**src/hw/brg_pkg.sv**
```systemverilog
// constants, timing counts and state codes shared by the repeater guard
package brg_pkg;

	// =====================================================================
	// clock and printed times
	localparam int CLK_MHZ = 40;
	localparam int T_JABBER_NS = 228700;
	localparam int T_STABLE_NS = 2000;
	localparam int T_GAP_MIN_NS = 2000;
	localparam int T_GAP_MAX_NS = 4000;
	localparam int T_LATENCY_NS = 1000;
	localparam int T_EDGE_MIN_NS = 250;

	// =====================================================================
	// derived cycle counts (least times round up, the edge limit rounds down)
	localparam int JABBER_CYC = (T_JABBER_NS * CLK_MHZ + 999) / 1000;
	localparam int STABLE_CYC = (T_STABLE_NS * CLK_MHZ + 999) / 1000;
	localparam int GAP_MIN_CYC = (T_GAP_MIN_NS * CLK_MHZ + 999) / 1000;
	localparam int GAP_MAX_CYC = (T_GAP_MAX_NS * CLK_MHZ + 999) / 1000;
	localparam int EDGE_MIN_CYC = (T_EDGE_MIN_NS * CLK_MHZ) / 1000;

	// =====================================================================
	// sample buffer shape: sample period is the latency cycles over depth, rounded down
	localparam int FIFO_DEPTH = 16;
	localparam int FIFO_WIDTH = 2;
	localparam int LATENCY_CYC = (T_LATENCY_NS * CLK_MHZ) / 1000;
	localparam int SAMPLE_DIV = LATENCY_CYC / FIFO_DEPTH;
	localparam int CNT8_MAX = 255;

	// =====================================================================
	// reset values
	localparam logic DIR_RST = 1'b0;
	localparam logic DRV_RST = 1'b0;
	localparam logic ISO_RST = 1'b0;

	// =====================================================================
	// forwarding states
	typedef enum logic [2:0] {
		ST_IDLE = 3'b001,
		ST_FWD = 3'b010,
		ST_HOLD = 3'b100
	} brg_state_t;

endpackage

```
**src/hw/brg_fifo.sv**
```systemverilog
// sample buffer with valid/ready on both sides and a flush
`timescale 1ns/1ps
`default_nettype none
module brg_fifo #(
	parameter int WIDTH = 2,
	parameter int DEPTH = 16
) (
	// clock and reset
	input wire logic clock,
	input wire logic rst,
	input wire logic flush,
	// fill side
	input wire logic in_valid,
	output logic in_ready,
	input wire logic [WIDTH-1:0] in_data,
	// drain side
	output logic out_valid,
	input wire logic out_ready,
	output logic [WIDTH-1:0] out_data,
	// occupancy
	output logic [$clog2(DEPTH+1)-1:0] level
);
	localparam int AW = $clog2(DEPTH);
	localparam logic [$clog2(DEPTH+1)-1:0] FULL_LVL = ($clog2(DEPTH+1))'(DEPTH);
	localparam logic [AW-1:0] LAST_IDX = AW'(DEPTH - 1);

	logic [WIDTH-1:0] mem_r [DEPTH];
	logic [AW-1:0] wr_idx_r;
	logic [AW-1:0] rd_idx_r;
	logic [$clog2(DEPTH+1)-1:0] level_r;
	logic push;
	logic pop;

	assign in_ready = (level_r != FULL_LVL);
	assign out_valid = (level_r != '0);
	assign out_data = mem_r[rd_idx_r];
	assign level = level_r;
	assign push = in_valid && in_ready && !flush;
	assign pop = out_valid && out_ready && !flush;

	always_ff @(posedge clock) begin
		if (push) begin
			mem_r[wr_idx_r] <= in_data;
		end
	end

	always_ff @(posedge clock or posedge rst) begin
		if (rst) begin
			wr_idx_r <= '0;
			rd_idx_r <= '0;
			level_r <= '0;
		end else if (flush) begin
			wr_idx_r <= '0;
			rd_idx_r <= '0;
			level_r <= '0;
		end else begin
			if (push) begin
				wr_idx_r <= (wr_idx_r == LAST_IDX) ? '0 : wr_idx_r + 1'b1;
			end
			if (pop) begin
				rd_idx_r <= (rd_idx_r == LAST_IDX) ? '0 : rd_idx_r + 1'b1;
			end
			if (push && !pop) begin
				level_r <= level_r + 1'b1;
			end else if (pop && !push) begin
				level_r <= level_r - 1'b1;
			end
		end
	end
endmodule // brg_fifo
`default_nettype wire

```
**src/hw/brg_seg_mon.sv**
```systemverilog
// per-segment line watcher: stability, jabber time and misplaced edges
`timescale 1ns/1ps
`default_nettype none
module brg_seg_mon #(
	parameter int JAB_CYC = brg_pkg::JABBER_CYC
) (
	// clock and reset
	input wire logic clock,
	input wire logic rst,
	// received line
	input wire logic rx_act,
	input wire logic rx_data,
	// line state
	output logic stable,
	output logic jab,
	output logic glitch
);
	import brg_pkg::*;
	localparam int JW = $clog2(JAB_CYC + 1);
	localparam logic [7:0] STABLE_LIM = 8'(STABLE_CYC);
	localparam logic [7:0] EDGE_LIM = 8'(EDGE_MIN_CYC);
	localparam logic [7:0] CNT_SAT = 8'(CNT8_MAX);
	localparam logic [JW-1:0] JAB_LIM = JW'(JAB_CYC);

	logic prev_act_r;
	logic prev_data_r;
	logic [7:0] still_r;
	logic [7:0] edge_r;
	logic [JW-1:0] on_r;
	logic change;
	logic data_edge;

	assign change = (rx_act != prev_act_r) || (rx_data != prev_data_r);
	assign data_edge = rx_act && prev_act_r && (rx_data != prev_data_r);
	assign stable = (still_r == STABLE_LIM) && !rx_act;
	assign jab = rx_act && (on_r == JAB_LIM - 1'b1);
	assign glitch = data_edge && (edge_r < EDGE_LIM);

	always_ff @(posedge clock or posedge rst) begin
		if (rst) begin
			prev_act_r <= 1'b0;
			prev_data_r <= 1'b0;
		end else begin
			prev_act_r <= rx_act;
			prev_data_r <= rx_data;
		end
	end

	// quiet time since the last change of the line
	always_ff @(posedge clock or posedge rst) begin
		if (rst) begin
			still_r <= '0;
		end else if (change) begin
			still_r <= '0;
		end else if (still_r != STABLE_LIM) begin
			still_r <= still_r + 1'b1;
		end
	end

	// continuous transmit time, saturating past the jabber limit
	always_ff @(posedge clock or posedge rst) begin
		if (rst) begin
			on_r <= '0;
		end else if (!rx_act) begin
			on_r <= '0;
		end else if (on_r != JAB_LIM) begin
			on_r <= on_r + 1'b1;
		end
	end

	// spacing between data transitions inside a frame
	always_ff @(posedge clock or posedge rst) begin
		if (rst) begin
			edge_r <= CNT_SAT;
		end else if (data_edge) begin
			edge_r <= '0;
		end else if (edge_r != CNT_SAT) begin
			edge_r <= edge_r + 1'b1;
		end
	end
endmodule // brg_seg_mon
`default_nettype wire

```
**src/hw/brg_repeater.sv**
```systemverilog
// two-segment repeater direction control, jabber guard and forwarding buffer
`timescale 1ns/1ps
`default_nettype none
module brg_repeater #(
	parameter int JAB_CYC = brg_pkg::JABBER_CYC,
	parameter int DEPTH = brg_pkg::FIFO_DEPTH,
	parameter int WIDTH = brg_pkg::FIFO_WIDTH
) (
	// clock and reset
	input wire logic clock,
	input wire logic rst,
	// segment 1 line
	input wire logic seg1_rx_act,
	input wire logic seg1_rx_data,
	output logic seg1_tx_data,
	output logic seg1_tx_oe_n,
	// segment 2 line
	input wire logic seg2_rx_act,
	input wire logic seg2_rx_data,
	output logic seg2_tx_data,
	output logic seg2_tx_oe_n,
	// status
	output logic seg1_isolated,
	output logic seg2_isolated,
	output logic seg1_collision,
	output logic seg2_collision,
	output brg_pkg::brg_state_t fwd_state
);
	import brg_pkg::*;
	localparam int LW = $clog2(DEPTH + 1);
	localparam logic [LW-1:0] FULL_LVL = LW'(DEPTH);
	localparam logic [3:0] DIV_LAST = 4'(SAMPLE_DIV - 1);
	localparam logic [7:0] GAP_LIM = 8'(GAP_MAX_CYC);

	// =====================================================================
	// line watchers
	logic stable1;
	logic stable2;
	logic jab1;
	logic jab2;
	logic glitch1;
	logic glitch2;

	brg_seg_mon #(.JAB_CYC(JAB_CYC)) u_mon1 (
		.clock(clock),
		.rst(rst),
		.rx_act(seg1_rx_act),
		.rx_data(seg1_rx_data),
		.stable(stable1),
		.jab(jab1),
		.glitch(glitch1)
	);

	brg_seg_mon #(.JAB_CYC(JAB_CYC)) u_mon2 (
		.clock(clock),
		.rst(rst),
		.rx_act(seg2_rx_act),
		.rx_data(seg2_rx_data),
		.stable(stable2),
		.jab(jab2),
		.glitch(glitch2)
	);

	// =====================================================================
	// direction state
	brg_state_t state_r;
	logic dir_r;
	logic iso1_r;
	logic iso2_r;
	logic drv1_r;
	logic drv2_r;
	logic dat1_r;
	logic dat2_r;
	logic primed_r;
	logic col1_r;
	logic col2_r;
	logic [3:0] div_r;
	logic [7:0] quiet_r;

	logic src_act;
	logic src_data;
	logic src_jab;
	logic src_stable;
	logic dest_drv;
	logic strb;
	logic flush;
	logic wr_valid;
	logic wr_ready;
	logic rd_valid;
	logic rd_ready;
	logic [WIDTH-1:0] rd_data;
	logic [LW-1:0] level;
	logic gap_ok;

	assign src_act = dir_r ? seg2_rx_act : seg1_rx_act;
	assign src_data = dir_r ? seg2_rx_data : seg1_rx_data;
	assign src_jab = dir_r ? jab2 : jab1;
	assign src_stable = dir_r ? stable2 : stable1;
	assign dest_drv = dir_r ? drv1_r : drv2_r;
	assign strb = (div_r == DIV_LAST);
	assign gap_ok = (quiet_r == GAP_LIM);
	// a jabbering source drops everything buffered so the output stops at once
	assign flush = (state_r == ST_FWD) && src_jab;
	// only the owning segment is sampled; the other side is not listened to
	assign wr_valid = (state_r == ST_FWD) && strb && !src_jab;
	// a fresh output waits out the turnaround gap unless the buffer is full
	assign rd_ready = strb && (primed_r || state_r == ST_HOLD)
		&& (gap_ok || dest_drv || level == FULL_LVL);

	// =====================================================================
	// sample period; a full buffer stretches it rather than dropping a sample
	always_ff @(posedge clock or posedge rst) begin
		if (rst) begin
			div_r <= '0;
		end else if (wr_valid && !wr_ready) begin
			div_r <= div_r;
		end else if (strb) begin
			div_r <= '0;
		end else begin
			div_r <= div_r + 1'b1;
		end
	end

	brg_fifo #(.WIDTH(WIDTH), .DEPTH(DEPTH)) u_fifo (
		.clock(clock),
		.rst(rst),
		.flush(flush),
		.in_valid(wr_valid),
		.in_ready(wr_ready),
		.in_data({src_act, src_data}),
		.out_valid(rd_valid),
		.out_ready(rd_ready),
		.out_data(rd_data),
		.level(level)
	);

	// =====================================================================
	// direction control
	always_ff @(posedge clock or posedge rst) begin
		if (rst) begin
			state_r <= ST_IDLE;
			dir_r <= DIR_RST;
		end else begin
			unique case (state_r)
				ST_IDLE: begin
					if (seg1_rx_act && !iso1_r) begin
						state_r <= ST_FWD;
						dir_r <= 1'b0;
					end else if (seg2_rx_act && !iso2_r) begin
						state_r <= ST_FWD;
						dir_r <= 1'b1;
					end
				end
				ST_FWD: begin
					if (src_jab || !src_act) begin
						state_r <= ST_HOLD;
					end
				end
				ST_HOLD: begin
					// keep the direction until drained and the source line is quiet
					if (!rd_valid && !dest_drv && src_stable) begin
						state_r <= ST_IDLE;
					end
				end
			endcase
		end
	end

	// =====================================================================
	// isolation; the jabber set wins, idle line releases
	always_ff @(posedge clock or posedge rst) begin
		if (rst) begin
			iso1_r <= ISO_RST;
			iso2_r <= ISO_RST;
		end else begin
			if (jab1) begin
				iso1_r <= 1'b1;
			end else if (!seg1_rx_act) begin
				iso1_r <= 1'b0;
			end
			if (jab2) begin
				iso2_r <= 1'b1;
			end else if (!seg2_rx_act) begin
				iso2_r <= 1'b0;
			end
		end
	end

	// =====================================================================
	// output start gate: buffer filled to depth, or the source frame ended (ST_HOLD), before first read
	always_ff @(posedge clock or posedge rst) begin
		if (rst) begin
			primed_r <= 1'b0;
		end else if (state_r == ST_IDLE || flush) begin
			primed_r <= 1'b0;
		end else if (level == FULL_LVL) begin
			primed_r <= 1'b1;
		end
	end

	// quiet time on both outputs since the last driven sample
	always_ff @(posedge clock or posedge rst) begin
		if (rst) begin
			quiet_r <= GAP_LIM;
		end else if (drv1_r || drv2_r) begin
			quiet_r <= '0;
		end else if (!gap_ok) begin
			quiet_r <= quiet_r + 1'b1;
		end
	end

	// =====================================================================
	// line drivers: replay raw samples, so a damaged frame passes as received
	always_ff @(posedge clock or posedge rst) begin
		if (rst) begin
			drv1_r <= DRV_RST;
			drv2_r <= DRV_RST;
			dat1_r <= 1'b0;
			dat2_r <= 1'b0;
		end else if (flush) begin
			drv1_r <= 1'b0;
			drv2_r <= 1'b0;
		end else if (rd_valid && rd_ready) begin
			if (dir_r) begin
				drv1_r <= rd_data[1];
				dat1_r <= rd_data[0];
			end else begin
				drv2_r <= rd_data[1];
				dat2_r <= rd_data[0];
			end
		end else if (!rd_valid && state_r == ST_HOLD) begin
			drv1_r <= 1'b0;
			drv2_r <= 1'b0;
		end
	end

	// collision flags: misplaced edge on the source, or traffic while driving
	always_ff @(posedge clock or posedge rst) begin
		if (rst) begin
			col1_r <= 1'b0;
			col2_r <= 1'b0;
		end else begin
			col1_r <= (glitch1 && state_r == ST_FWD && !dir_r) || (seg1_rx_act && drv1_r);
			col2_r <= (glitch2 && state_r == ST_FWD && dir_r) || (seg2_rx_act && drv2_r);
		end
	end

	assign seg1_tx_data = dat1_r;
	assign seg2_tx_data = dat2_r;
	assign seg1_tx_oe_n = !drv1_r;
	assign seg2_tx_oe_n = !drv2_r;
	assign seg1_isolated = iso1_r;
	assign seg2_isolated = iso2_r;
	assign seg1_collision = col1_r;
	assign seg2_collision = col2_r;
	assign fwd_state = state_r;
endmodule // brg_repeater
`default_nettype wire

```
**config.mk**
```make
export PLATFORM = sky130hd
export DESIGN_NAME = brg_repeater
export DESIGN_NICKNAME = d
export VERILOG_FILES = /design/src/hw/brg_pkg.sv /design/src/hw/brg_fifo.sv /design/src/hw/brg_seg_mon.sv /design/src/hw/brg_repeater.sv
export SDC_FILE = /design/constraint.sdc
export NUM_CORES = 1
export LEC_CHECK = 0
export ABC_AREA = 1
export BUFFER_PORTS_ARGS = -buffer_cell sky130_fd_sc_hd__buf_4
export CAP_MARGIN = 25
export CORE_MARGIN = 5
export CORE_UTILIZATION = 55
export DETAILED_ROUTE_END_ITERATION = 6
export PLACE_DENSITY_LB_ADDON = 0.12
export SYNTH_ARGS = -nofsm -noshare
export SYNTH_HDL_FRONTEND = slang
export SYNTH_HIERARCHICAL = 1
export SYNTH_SLANG_ARGS = --single-unit
```
**constraint.sdc**
```tcl
create_clock -name clock -period 6.95 [get_ports clock]
set_clock_uncertainty 0.15 [all_clocks]
set_input_delay 0.3475 -clock clock [delete_from_list [all_inputs] [get_ports clock]]
set_output_delay 0.3475 -clock clock [all_outputs]
set_load 0.005 [all_outputs]
```
# [Yosys cells after proc, flatten, opt, wreduce, memory -nomap -nowiden]
# Memory sizes are Yosys's and may differ from the RTL's.
# Cells that the tools add are included.
[totals] reg_bits=102 ramBits=32 output_inout_bits=11 n_memories=1
[classes] add_sub_neg=12 order_cmp=2 n_eq_ne=33 muxes=51 bitwise=2 n_reduce_logical=75
[memory_table] name="u_fifo.mem_r" words=16 width=2 read_ports=1 rd_clocked_by_memory_dff=0 wr=1 line="brg_fifo.sv:27" text="logic [WIDTH-1:0] mem_r [DEPTH];"
[ops] op="8-bit two-way mux" count=10
[ops] op="14-bit two-way mux" count=4
[ops] op="8-bit by 1-bit adder with 8-bit output, second input constant" count=5
[ops] op="1-bit logical AND" count=33
[ops] op="14-bit by 1-bit adder with 14-bit output, second input constant" count=2
[ops] op="14-bit equality test, second input constant" count=2
[ops] op="4-bit two-way mux" count=7
[ops] op="14-bit != test, second input constant" count=2
[ops] op="1-bit two-way mux" count=22
[ops] op="8-bit by 7-bit equality test with 1-bit output, second input constant" count=2
[ops] op="8-bit by 4-bit less-than comparator with 1-bit output, second input constant" count=2
[ops] op="8-bit by 7-bit != test with 1-bit output, second input constant" count=2
[ops] op="8-bit != test, second input constant" count=2
[ops] op="2-bit nonzero test" count=8
[ops] op="1-bit logical NOT" count=15
[ops] op="5-bit two-way mux" count=3
[ops] op="2-bit by 1-bit != test with 1-bit output, second input constant" count=7
[ops] op="4-bit by 1-bit adder with 4-bit output, second input constant" count=3
[ops] op="3-bit two-way mux" count=4
[ops] op="1-bit logical OR" count=10
[ops] op="3-bit != test, second input constant" count=3
[ops] op="3-bit case mux with 3 select lines" count=1
[ops] op="3-bit AND reduction" count=3
[ops] op="4-bit equality test, second input constant" count=2
[ops] op="other kinds (14)" count=21

# [Logic depth before layout (Yosys ltp)]
[logic_depth] word_depth=12 depth_mapped=23

# [By module]
# The synthesis kept the hierarchy.
[modules_own_cells] module="brg_seg_mon" instances=2 cells_per_inst=264 area_each_um2=1955.6 seq_area_each_um2=810.8
[modules_own_cells] module="brg_fifo" instances=1 cells_per_inst=219 area_each_um2=2260.9 seq_area_each_um2=1286.2
[modules_own_cells] module="brg_repeater" instances=1 cells_per_inst=168 area_each_um2=1390.1 seq_area_each_um2=629.4

# [Worst setup path after synthesis]
# No wires, ideal clock.
[synth_path] path_type="flip-flop to flip-flop" startpoint="reg u_mon1.on_r[0]" endpoint="reg u_fifo.level_r[4], in the netlist u_fifo/level[4]" setup_ps=116 arrival_time_ps=2611 t_required_ps=6684 setup_slack_ps=4072 stages_incl_launch_ff=21 n_path_buf=0 synth_period_minus_slack_ps=2878 path_cell_list="dfrtp_1 > ha_1 > nand4_1 > nor3b_2 > inv_1 > nand2_1 > nand2_4 > nand2_1 > nor2_1 > nand2_4 > nor2_8 > nand2_4 > fa_1 > nand3_1 > nand3_1 > nand2_1 > inv_1 > nand2_1 > nand2_1 > nand2_1 > nand2_1"
[synth_via] elab_chain_len=10 elab_cells_between_ends=17
[synth_lines] element="start, declared" line="brg_seg_mon.sv:29" text="logic [JW-1:0] on_r;"
[synth_lines] element="start signal, assigned" line="brg_seg_mon.sv:67" text="on_r <= on_r + 1'b1;"
[synth_lines] element="14-bit equality test (*)" line="brg_seg_mon.sv:36" text="assign jab = rx_act && (on_r == JAB_LIM - 1'b1);"
[synth_lines] element="1-bit logical AND (*)" line="brg_seg_mon.sv:36"
[synth_lines] element="named net jab1" line="brg_repeater.sv:39" text="logic jab1;"
[synth_lines] element="1-bit two-way mux (*)" line="brg_repeater.sv:97" text="assign src_jab = dir_r ? jab2 : jab1;"
[synth_lines] element="1-bit logical NOT (*)" line="brg_repeater.sv:105" text="assign wr_valid = (state_r == ST_FWD) && strb && !src_jab;"
[synth_lines] element="1-bit logical AND (*)" line="brg_repeater.sv:105"
[synth_lines] element="named net wr_valid" line="brg_repeater.sv:87" text="logic wr_valid;"
[synth_lines] element="1-bit logical AND (*) (2 in series)" line="brg_fifo.sv:38" text="assign push = in_valid && in_ready && !flush;"
[synth_lines] element="1-bit logical AND or 1-bit logical NOT (tied branches)" line="brg_fifo.sv:63, brg_fifo.sv:65"
[synth_lines] element="5-bit two-way mux or 1-bit logical AND (tied branches)" line="brg_fifo.sv:63, brg_fifo.sv:65"
[synth_lines] element="5-bit two-way mux or 3-bit nonzero test (tied branches)"
[synth_lines] element="end signal, assigned" line="brg_fifo.sv:64" text="level_r <= level_r + 1'b1;"
[synth_lines] element="end signal, assigned" line="brg_fifo.sv:66" text="level_r <= level_r - 1'b1;"
[synth_lines] element="end, declared" line="brg_fifo.sv:30" text="logic [$clog2(DEPTH+1)-1:0] level_r;"
# Mark *: on every way through the listed nets, which the timed path passes. The rest lies on a longest branch.
# A chain may end at the register's enable or synchronous reset.

# [Worst setup path in the final report]
# Same ends and word-level chain as after synthesis.

==> flow_metrics.tcl <==
set metrics [dict create \
    via_per_inst 5.17 \
    syn_area_um2 7560 \
    cts_buffers 17 \
    grt_max_degree 33 \
    first_pass_iters 5 \
    ys_ff_latch 134 \
    ys_top_cells_by_count "nand2_1, nor2_1, inv_1" \
    rsz0062_at_grt "false" \
    synth_most_common_cell "nand2_1" \
    fp.coreArea_um2 13300 \
    clk_latency_ns 0.42 \
    die_h_um 127 \
    slew_viol_final 0 \
    clkSinkCount 134 \
    cts_resized 0 \
    nets 977 \
    place_inst 1101 \
    vias 5872 \
    synth.distinct_cells 48 \
    period_share 0.451 \
    cp_data_arrival_time_ns 3.29 \
    grt_pass1_wl_um 26100 \
    fin_crit_ns 3.14 \
    finalSetupViolations 0 \
    initial_core_util 0.567 \
    die_w_um 127 \
    rows 42 \
    cts_tree "done" \
    yosysTopAreaCell "dfrtp_1" \
    top_level_ports 17 \
    h-tree-depth 4 \
    seq_area_um2 3540 \
    wl_per_cell_um 13.3 \
    grt-ovfl-total 0 \
    antennaDiodeCount 0 \
    async_reset_ff_frac 0.761 \
    drt_iter0_markers 402 \
    outcome "finished clean" \
    wl_um 15100 \
    multiInputGateArea_um2 3540 \
    clk_path_buf_depth 2 \
    totalPowerFinal_mw 2.67 \
    fmax_mhz 319 \
    cp_max_fo 8 \
    fin_cells 1136 \
    area_growth_pct 12.4 \
    drcViolationCount 0 \
    ant_nets 0 \
    dp_slack_ns 3.84 \
    synthTopCellsByArea "dfrtp_1, edfxtp_1, nand2_1" \
    worstPathRequired_ns 7.11 \
    peakVddDrop_v 0.000222 \
    critPathCaptureType "flop" \
    place_hpwl_um 10700 \
    synth.avg_cell_area_um2 8.26 \
    antenna_found_initial 0 \
    yosys_warnings 6 \
    gp_congestion 0.849 \
    synth-seq-area-share 0.468 \
    p_per_area_nw_per_um2 314 \
    fin_tns_setup_ns 0 \
    synth-edff-count 32 \
    grt_pass1_vias 5513 \
    final.setup.worst_slack_ns 3.81 \
    synth_ff_type "dfrtp_1" \
    root_buffer "clkbuf_16" \
    hold_class "in -> reg" \
    synthesis.nets 945 \
    cap_violations 0 \
    hold_viol_final 0 \
    synth_top_cell_area_share 0.275 \
    tightest_slew_ns 0.638 \
    path_clk_slew_ns 0.06 \
    portBuffers 16 \
    p_leak_nw 3.83 \
    die-area_um2 16200 \
    startpoint_type "flop" \
    fillers 1141 \
    drive_above_1_share 0.172 \
    grt_usage 0.199 \
    slew_headroom 0.575 \
    synthCells 915 \
    critPathKind "reg -> reg" \
]
-- report_power, final --
part | total [mW] | internal [mW] | switching [mW]
Clock | 0.874 | 0.556 | 0.318
Combinational | 0.732 | 0.272 | 0.460
Sequential | 1.07 | 0.934 | 0.132
Total | 2.67 | 1.76 | 0.910
-- routing by layer --
metal / vias up / wire length (um) / GRT usage
li1: 3022 / - / -
met1: 2730 / 7430 / 0.283
met2: 99 / 6840 / 0.304
met3: 21 / 577 / 0.0442
met4: 0 / 294 / 0.0650
met5: - / 0 / 0
-- path summary, 6_finish.rpt --
path / startpoint / endpoint / slack, ns / cells after the start
worst min-delay path: seg2_rx_act / u_mon2/prev_act_r$_DFF_PP0_ / 0.04 / 1
worst min register to register: u_mon1/edge_r[1]$_DFFE_PP1P_ / u_mon1/edge_r[1]$_DFFE_PP1P_ / 0.35 / 2
worst max register to register: u_mon1/on_r[0]$_DFFE_PP0P_ / u_fifo/level[4]$_DFFE_PP0P_ / 3.81 / 20
min in group asynchronous: rst / seg2_isolated$_DFFE_PP0P_ / 0.32 / 3
worst max-delay path: u_mon1/on_r[0]$_DFFE_PP0P_ / u_fifo/level[4]$_DFFE_PP0P_ / 3.81 / 20
max in group asynchronous: rst / u_mon1/edge_r[1]$_DFFE_PP1P_ / 5.85 / 4
-- registers in the layout, summed over array words and instances, names as in the netlist, 3 cells and up --
signal and cells:
u_mon2/edge_r 8, u_mon2/on_r 14, u_fifo/mem_r 32, div_r 4, u_fifo/level 5, u_mon1/still_r 8, fwd_state 3, u_fifo/wr_idx_r 4
u_mon1/edge_r 8, u_fifo/rd_idx_r 4, u_mon2/still_r 8, quiet_r 8, u_mon1/on_r 14
-- area by class of cell --
cell class,count,share of cell area
clock buffer,20,0.0514
clock inverter,12,0.0160
inverter,113,0.0502
multi-input combinational,658,0.417
sequential,134,0.416
tap,176,0.0259
timing repair buffer,23,0.0236
-- timing repair --
item / in CTS / in global routing
endpoints found under the hold margin: 71 / 0
setup buffers: 0 / 0
setup endpoints to repair: 0 / 0
hold buffers: 3 / 0
-- kinds of logic (layout without fill, tap and decap cells) --
kind of cell	Yosys count	count (layout)	synth area share
AO/OA/AOI/OAI	91	91	0.0726
XOR/XNOR	13	13	0.0170
adder cells (fa/ha/maj)	24	24	0.0407
buffers and inverters	123	168	0.0637
flip-flops	134	134	0.468
AND/OR/NAND/NOR	530	530	0.338
-- placed cells by master (no fill, tap or decap), types with 3 or more instances in the layout --
master,netlist,final
nand2_2,12,12
o22ai_1,7,7
o21ai_2,8,8
o21ai_0,33,33
o21ai_1,7,7
o211ai_1,4,4
nand4_1,12,12
nor2_4,12,12
xnor2_1,7,7
nor3_1,7,7
dfrtp_1,83,83
a31oi_1,3,3
clkbuf_1,1,3
inv_1,98,98
dfstp_2,19,19
nor2_2,18,18
bufinv_16,0,3
ha_1,23,23
nand3_2,9,9
nor2_1,130,130
inv_2,10,10
dlygate4sd3_1,0,3
clkinv_1,4,7
a21oi_1,18,18
xor2_1,4,4
buf_4,0,19
nand2_4,12,12
clkbuf_16,0,17
edfxtp_1,32,32
clkinv_2,0,4
or2_2,6,6
nand2_1,215,215
nand3_1,84,84
nand3b_1,4,4
-- per-stage QoR --
step / hold slack, ns / utilization / instance area [um^2]
2_1_floorplan: 0.0745 / - / 7560
3_3_place_gp: 0.310 / 0.590 / 7870
3_5_place_dp: 0.185 / 0.592 / 7900
4_1_cts: 0.0279 / 0.637 / 8500
5_1_grt: 0.0345 / 0.637 / 8500
6_report: 0.0410 / 0.637 / 8500
-- critical path, stage by stage, from the launching register on --
cell     delay [ns]
dfrtp_1        0.41
ha_1           0.28
nand4_1        0.13
nor3b_2        0.05
inv_1          0.07
nand2_1        0.08
nand2_4        0.11
nand2_1        0.08
nor2_1         0.30
nand2_4        0.12
nor2_8         0.15
nand2_4        0.11
ha_1           0.34
a21oi_1        0.20
nand3_1        0.09
nand2_1        0.09
inv_1          0.04
nand2_1        0.05
nand2_1        0.05
nand2_1        0.06
nand2_1        0.04
No activity file was read; power rests on OpenSTA's default activity.
